## src/verilog/dtc_pkg.sv

```systemverilog
// shared constants of the trace count and state1 sequencer block
// assumes a 32-bit classic wishbone slave with word-aligned registers
package dtc_pkg;

  // ----------------------------------------------------------------
  // register indices (byte address is four times the index)
  // ----------------------------------------------------------------
  localparam logic [7:0] IDX_CONTROL_ONE = 8'h20;
  localparam logic [7:0] IDX_STATUS      = 8'h21;
  localparam logic [7:0] IDX_TRACE_CTRL  = 8'h22;
  localparam logic [7:0] IDX_TRACE_COUNT = 8'h26;
  localparam logic [7:0] IDX_STATE_VIEW  = 8'h27;

  // ----------------------------------------------------------------
  // field positions
  // ----------------------------------------------------------------
  localparam int ARM_BIT      = 7;
  localparam int VIEW_LSB     = 0;
  localparam int ALIGN_BIT    = 0;
  localparam int FULL_BIT     = 7;
  localparam int CODE_W       = 3;
  localparam int COUNT_W      = 6;
  localparam int TRACE_LINES  = 64;
  localparam int LINE_W       = 20;

  // ----------------------------------------------------------------
  // reset values and view encodings
  // ----------------------------------------------------------------
  localparam logic [1:0] VIEW_STATE1 = 2'h0;
  localparam logic [1:0] VIEW_STATE2 = 2'h1;
  localparam logic [1:0] VIEW_STATE3 = 2'h2;
  localparam logic [1:0] VIEW_MATCH  = 2'h3;
  localparam logic [CODE_W-1:0]  CODE_RESET  = 3'h0;
  localparam logic [COUNT_W-1:0] COUNT_RESET = 6'h00;
  localparam logic ALIGN_END   = 1'b0;
  localparam logic ALIGN_BEGIN = 1'b1;

  typedef enum logic [2:0] {
    ST_DISARMED, ST_ONE, ST_TWO, ST_THREE, ST_FINAL
  } dtc_state_e;

endpackage : dtc_pkg

```

## src/verilog/dtc_debug_trace.sv

```systemverilog
// trace line counter, full flag and state1 next-state sequencer
// assumes comparator match inputs are already gated by their enables
//
// Function
// - full flag sets after 64 stored lines; then all 64 lines valid
// - full flag clears on arm write and power-on reset only
// - full flag mirrored at status register bit 7
// - six-bit count in bits 5..0 of valid 20-bit lines
// - count wrap to zero sets full; counting goes on in end alignment
// - count clears on arm write and power-on reset, kept otherwise
// - trace buffer reads never decrement the count
// - count register readable anytime, writes ignored
// - full, count zero, begin alignment: arm clears, session ends
// - full with nonzero count: oldest lines overwritten, 64 valid
// - view select picks state1, state2, state3 or match flags view
// - state1 code read only in view 00, written there when disarmed
// - state1 code in bits 2..0, resets zero, upper bits read zero
// - codes 000..011 map matches to final, state3, state2, state2
// - codes 100..111 map match pairs as tabled; 111 ignores match2
// - simultaneous matches: lowest numbered channel wins
// - a match targeting final beats all other matches
// - align bit zero is end alignment, one is begin alignment
//
// The Wishbone slave port was chosen for this implementation.
`timescale 1ns/1ps

module dtc_debug_trace
  import dtc_pkg::*;
(
  input  wire logic                    mclk,
  input  wire logic                    rst_n,
  input  wire logic                    sysRst_n,
  input  wire logic [9:0]              wbAdr,
  input  wire logic [31:0]             wbDatI,
  output logic      [31:0]             wbDatO,
  input  wire logic                    wbWe,
  input  wire logic [3:0]              wbSel,
  input  wire logic                    wbCyc,
  input  wire logic                    wbStb,
  output logic                         wbAck,
  input  wire logic [2:0]              matchIn,
  input  wire logic                    lineStored,
  output logic                         armed,
  output logic                         traceFull,
  output logic      [dtc_pkg::COUNT_W-1:0] lineCount,
  output dtc_pkg::dtc_state_e          seqState
);
  import dtc_pkg::*;

  // ----------------------------------------------------------------
  // registers
  // ----------------------------------------------------------------
  logic                 ackReg;
  logic [31:0]          datReg;
  logic                 armReg;
  logic [1:0]           viewReg;
  logic                 alignReg;
  logic [CODE_W-1:0]    codeReg;
  logic [COUNT_W-1:0]   countReg;
  logic [COUNT_W-1:0]   countNext;
  logic                 fullReg;
  logic                 fullNext;
  logic                 wrapEvt;
  logic                 endSession;
  dtc_state_e           stateReg;
  dtc_state_e           stateNext;
  logic [7:0]           regIdx;
  logic                 wrTake;
  logic                 armWr;

  // ----------------------------------------------------------------
  // register decode
  // ----------------------------------------------------------------
  // one accepted write aimed at a given register index
  function automatic logic wrHit(
    input logic       take,
    input logic [7:0] idx,
    input logic [7:0] want
  );
    return take && (idx == want);
  endfunction : wrHit

  assign regIdx = wbAdr[9:2];
  // write lands on the edge where the master sees ack
  assign wrTake = wbCyc & wbStb & wbWe & ackReg & wbSel[0];
  // an arm write during system reset is dropped like any other write
  assign armWr  = wrHit(wrTake, regIdx, IDX_CONTROL_ONE)
                  & sysRst_n & wbDatI[ARM_BIT];

  // ----------------------------------------------------------------
  // state1 next-state function
  // ----------------------------------------------------------------
  function automatic dtc_state_e chanTarget(
    input logic [CODE_W-1:0] code,
    input int                chan
  );
    dtc_state_e t;
    t = ST_DISARMED;
    case (code)
      3'h0: t = ST_FINAL;
      3'h1: if (chan == 1) t = ST_THREE;
      3'h2: if (chan == 2) t = ST_TWO;
      3'h3: if (chan == 1) t = ST_TWO;
      3'h4: begin
        if (chan == 0) t = ST_TWO;
        if (chan == 1) t = ST_THREE;
      end
      3'h5: begin
        if (chan == 1) t = ST_THREE;
        if (chan == 0) t = ST_FINAL;
      end
      3'h6: begin
        if (chan == 0) t = ST_TWO;
        if (chan == 2) t = ST_THREE;
      end
      3'h7: if (chan != 2) t = ST_TWO;
      default: t = ST_DISARMED;
    endcase
    return t;
  endfunction : chanTarget

  function automatic dtc_state_e state1Next(
    input logic [CODE_W-1:0] code,
    input logic [2:0]        m
  );
    dtc_state_e pick;
    dtc_state_e t;
    logic       hitFinal;
    pick     = ST_ONE;
    hitFinal = 1'b0;
    // scan high to low so the lowest channel lands last
    for (int c = 2; c >= 0; c--) begin
      t = chanTarget(code, c);
      if (m[c] && t != ST_DISARMED) begin
        pick = t;
        if (t == ST_FINAL) hitFinal = 1'b1;
      end
    end
    if (hitFinal) pick = ST_FINAL;
    return pick;
  endfunction : state1Next

  // ----------------------------------------------------------------
  // trace counter and full flag
  // ----------------------------------------------------------------
  // lineStored never decrements; reads of trace data do not touch it
  // lines stored while system reset is low are dropped; the count holds
  assign wrapEvt = armReg & sysRst_n & lineStored
                   & (countReg == COUNT_W'(TRACE_LINES - 1));
  // begin alignment stops once the buffer has wrapped to zero
  assign endSession = fullReg & (countReg == COUNT_RESET)
                      & (alignReg == ALIGN_BEGIN) & armReg;

  always_comb begin
    countNext = countReg;
    fullNext  = fullReg;
    if (armWr) begin
      countNext = COUNT_RESET;
      fullNext  = 1'b0;
    end else if (armReg && sysRst_n && lineStored && !endSession) begin
      countNext = countReg + 6'h01;
    end
    // a wrap in the clearing cycle is not lost
    if (wrapEvt && !endSession) fullNext = 1'b1;
  end

  // power-on reset only; other resets keep the pre-reset count
  always_ff @(posedge mclk) begin
    if (!rst_n) begin
      countReg <= COUNT_RESET;
      fullReg  <= 1'b0;
    end else begin
      countReg <= countNext;
      fullReg  <= fullNext;
    end
  end

  // ----------------------------------------------------------------
  // control registers
  // ----------------------------------------------------------------
  always_ff @(posedge mclk) begin
    if (!rst_n || !sysRst_n) begin
      armReg   <= 1'b0;
      viewReg  <= VIEW_STATE1;
      alignReg <= ALIGN_END;
      codeReg  <= CODE_RESET;
    end else begin
      if (wrHit(wrTake, regIdx, IDX_CONTROL_ONE)) begin
        armReg  <= wbDatI[ARM_BIT];
        viewReg <= wbDatI[VIEW_LSB +: 2];
      end else if (endSession) begin
        armReg <= 1'b0;
      end
      if (wrHit(wrTake, regIdx, IDX_TRACE_CTRL) && !armReg) begin
        alignReg <= wbDatI[ALIGN_BIT];
      end
      if (wrHit(wrTake, regIdx, IDX_STATE_VIEW)
          && viewReg == VIEW_STATE1 && !armReg) begin
        codeReg <= wbDatI[CODE_W-1:0];
      end
    end
  end

  // ----------------------------------------------------------------
  // sequencer
  // ----------------------------------------------------------------
  always_comb begin
    stateNext = stateReg;
    case (stateReg)
      ST_DISARMED: if (armWr) stateNext = ST_ONE;
      ST_ONE:      stateNext = state1Next(codeReg, matchIn);
      ST_TWO:      stateNext = stateReg;
      ST_THREE:    stateNext = stateReg;
      ST_FINAL:    stateNext = stateReg;
      default:     stateNext = ST_DISARMED;
    endcase
    if (armWr) stateNext = ST_ONE;
    else if (!armReg || endSession) stateNext = ST_DISARMED;
  end

  always_ff @(posedge mclk) begin
    if (!rst_n || !sysRst_n) begin
      stateReg <= ST_DISARMED;
    end else begin
      stateReg <= stateNext;
    end
  end

  // ----------------------------------------------------------------
  // wishbone slave: ack one cycle after the request, for one cycle
  // ----------------------------------------------------------------
  always_ff @(posedge mclk) begin
    if (!rst_n) begin
      ackReg <= 1'b0;
      datReg <= 32'h0000_0000;
    end else begin
      ackReg <= wbCyc & wbStb & ~ackReg;
      datReg <= 32'h0000_0000;
      if (wbCyc && wbStb && !ackReg && !wbWe) begin
        case (regIdx)
          IDX_CONTROL_ONE: begin
            datReg[ARM_BIT]         <= armReg;
            datReg[VIEW_LSB +: 2]   <= viewReg;
          end
          IDX_STATUS: begin
            datReg[FULL_BIT]        <= fullReg;
            datReg[2:0]             <= 3'(stateReg);
          end
          IDX_TRACE_CTRL: datReg[ALIGN_BIT] <= alignReg;
          IDX_TRACE_COUNT: begin
            datReg[FULL_BIT]        <= fullReg;
            datReg[COUNT_W-1:0]     <= countReg;
          end
          IDX_STATE_VIEW: begin
            // other views belong to neighbouring logic; read as zero
            if (viewReg == VIEW_STATE1)
              datReg[CODE_W-1:0] <= codeReg;
          end
          default: datReg <= 32'h0000_0000;
        endcase
      end
    end
  end

  assign wbAck     = ackReg;
  assign wbDatO    = datReg;
  assign armed     = armReg;
  assign traceFull = fullReg;
  assign lineCount = countReg;
  assign seqState  = stateReg;
endmodule : dtc_debug_trace

```

## config.mk

```make
export PLATFORM = sky130hd
export DESIGN_NAME = dtc_debug_trace
export DESIGN_NICKNAME = d
export VERILOG_FILES = /design/src/verilog/dtc_pkg.sv /design/src/verilog/dtc_debug_trace.sv
export SDC_FILE = /design/constraint.sdc
export NUM_CORES = 1
export LEC_CHECK = 0
export BUFFER_PORTS_ARGS = -buffer_cell sky130_fd_sc_hd__buf_2
export CAP_MARGIN = 0
export CORE_ASPECT_RATIO = 0.7
export CORE_MARGIN = 2
export CORE_UTILIZATION = 42
export CTS_CLUSTER_DIAMETER = 100
export DETAILED_ROUTE_END_ITERATION = 10
export GPL_ROUTABILITY_DRIVEN = 1
export PLACE_DENSITY = 0.89
export SLEW_MARGIN = 20
export SYNTH_ARGS = -nofsm -noshare
export SYNTH_HDL_FRONTEND = slang
export SYNTH_SLANG_ARGS = --single-unit
```

## constraint.sdc

```tcl
create_clock -name mclk -period 2.5 [get_ports mclk]
set_input_delay 0.25 -clock mclk [delete_from_list [all_inputs] [get_ports mclk]]
set_output_delay 0.25 -clock mclk [all_outputs]
set_load 0.03 [all_outputs]
```

==> flow_summary_export.csv <==
group,metric,value,unit
floorplanning,die_area,4102,um^2
clocking,cts_made_buffers,3,
sta,worst_pin_slew,0.5463,ns
power_and_ir_drop,p_per_area,430.2,nW/um^2
sta,fin_crit,1.901,ns
floorplanning,core,3491,um^2
yosys,ys_seq_area_share,33.11,%
yosys,synth-simple-area-share,29.06,%
sta,rsz0062_at_grt,"no",
sta,max_freq,526.0,MHz
floorplanning,start_util,43.30,%
yosys,ys.flop_type,"dfxtp_1",
placement,gp_congestion,0.8806,
yosys,ys_async_sr_fraction,0,%
yosys,yosys-top-cells-area,"dfxtp_1, buf_4, a21oi_1",
sta,hold_viol_final,0,
placement,dp_hpwl,2787,um
sta,slew_headroom,63.07,%
yosys,synth_xor_area_share,3.477,%
detailed_routing,first_iter_violations,131,
global_routing,grt_overflow,0,
yosys,synth_compound_area_share,14.49,%
power_and_ir_drop,ir_worst_vdd,0.0002570,V
worst_setup_path,critPathRequiredTime,2.71,ns
worst_setup_path,end_kind,"flop",
floorplanning,chipWidth,75.70,um
clocking,worstSkewPairLatency,0.26,ns
final_layout,area_growth,13.49,%
placement,dpl.cell_count,271,
global_routing,gr-usage-all-layers,18.37,%
detailed_routing,finalWirelength,3550,um
power_and_ir_drop,p_total,0.0007379,W
floorplanning,fp-row-count,18,
clocking,ctsResizeCount,0,
clocking,cts_hold_buf,0,
clocking,cts_setup_buffers,0,
worst_setup_path,cp.arrival,2.11,ns
sta,skew,0.001282,ns
sta,slew_viol_final,0,
yosys,synthesis.instances,185,
clocking,clk_pin_slew,0.08,ns
detailed_routing,post-route-drc-count,0,
final_layout,final_nets,284,
clocking,cts_root_buf,"clkbuf_8",
detailed_routing,dr.pass1.iters,5,
global_routing,grt_pass1_wl,5602,um
yosys,synth_mux_area_share,2.070,%
yosys,yosysWarnings,0,
clocking,cts_tree,"yes",
sta,tns,0,ns
min_path,hp-class,"primary input to flop",
status,status,"completed",
final_layout,n_antenna_cell,0,
yosys,netlist-cell-type-count,44,
floorplanning,ioPinCount,100,
yosys,synthesis.area,1511,um^2
global_routing,grt_max_degree,14,
yosys,yosysTopAreaCell,"dfxtp_1",
clocking,clock-sinks,25,
floorplanning,dieHeight,54.19,um
detailed_routing,avgViaCountPerCell,5.225,
yosys,ys_seq_elements,25,
yosys,synth_edf_count,0,
sta,fin_crit_sh,76.05,%
detailed_routing,ant_nets,0,
clocking,max-clock-path-buffers,2,
yosys,synthAdderAreaFrac,1.656,%
detailed_routing,wire_per_inst,12.91,um
yosys,synth_top_family_by_area,"simple AND/OR/NAND/NOR gates",
placement,port_buffers,41,
global_routing,antenna_found_initial,0,
final_layout,final_common_cell,"buf_2",
yosys,synth_top_area_share,33.11,%
final_layout,final_cell_mix,"buf_2, conb_1, dfxtp_1",
worst_setup_path,path_class,"primary input to flop",
final_layout,stdcell_count,275,
clocking,htreeDepth,1,
power_and_ir_drop,power.leakage,0.7209,nW
detailed_routing,vias,1437,
worst_setup_path,cp-start-kind,"primary input",
yosys,avgSynthCellArea,8.170,um^2
final_layout,drive_gt1_share,22.67,%
sta,setup-violations-final,0,
worst_setup_path,cp_max_fo,5,
run,cap_violations,0,
global_routing,grt_pass1_vias,1175,
==> power by group <==
part | switching [W] | total [W] | internal, W
Clock | 0.000118 | 0.000232 | 0.000114
Combinational | 0.0000837 | 0.000107 | 0.0000236
Sequential | 0.000000814 | 0.000399 | 0.000398
Total | 0.000202 | 0.000738 | 0.000536
==> synthesized netlist by cell type, drive strengths merged (3+ instances only) <==
cell / count
buf: 28
dfxtp: 25
nand2: 14
a21oi: 13
nor2: 13
o21ai: 10
nand3: 8
inv: 7
nand4b: 6
nor3: 6
xnor2: 5
and2: 4
clkbuf: 3
or4: 3
or4b: 3
==> layout make-up <==
cell class,count,area [um^2]
Tap cell,50,62.56
Timing Repair Buffer,43,220.2
Multi-Input combinational cell,146,860.8
Sequential cell,25,500.5
Inverter,7,26.28
Fill cell,337,1775
Clock buffer,4,45.04
==> path summary, 6_finish.rpt <==
path / from / to / slack [ns] / cells past startpoint
worst max-delay path: wbAdr[6] / wbDatO[5] / 0.60 / 5
worst min-delay path: wbDatI[2] / codeReg[2] / 0.27 / 3
worst max register to register: wbAck / wbDatO[5] / 0.65 / 4
worst min register to register: viewReg[0] / viewReg[0] / 0.50 / 2
==> per-stage QoR <==
stage	area [um^2]	hold slack, ns	utilization, %	setup slack (ns)
detailed placement	1670	0.4804	47.85	0.3450
finish	1715	0.2674	49.14	0.5988
CTS	1715	0.2695	49.14	0.6159
floorplan	1602	0.4019	-	0.6171
global route	1715	0.2678	49.14	0.5484
global placement	1670	0.4634	47.85	0.3734
==> registers in the layout, summed over array words and instances (netlist names) <==
register / flops
alignReg: 1
armed: 1
codeReg: 3
lineCount: 6
seqState: 3
traceFull: 1
viewReg: 2
wbAck: 1
wbDatO: 7
==> logic make-up after synthesis <==
logic type,Yosys count
AOI/OAI and AO/OA,35
xor gates and xnor gates,6
adders and majority gates,2
buffers and inverters,38
DFF,25
muxes,3
other,1
and+or+nand+nor,75
==> worst max-delay path, cell delays in order <==
cell and delay [ns]:
buf_2 0.09, or4b_4 0.56, or4b_2 0.73, nor3_1 0.30, and2_1 0.18
==> per-layer routing <==
metal  wire length, um  up-vias  global-route usage [%]
met3               355        2                   4.494
met4                 9        0                   2.632
li1                  -      696                       -
met1              1637      657                   27.59
met5                 0        -                       0
met2              1547       82                   26.96
(Power assumes the default switching activity.)
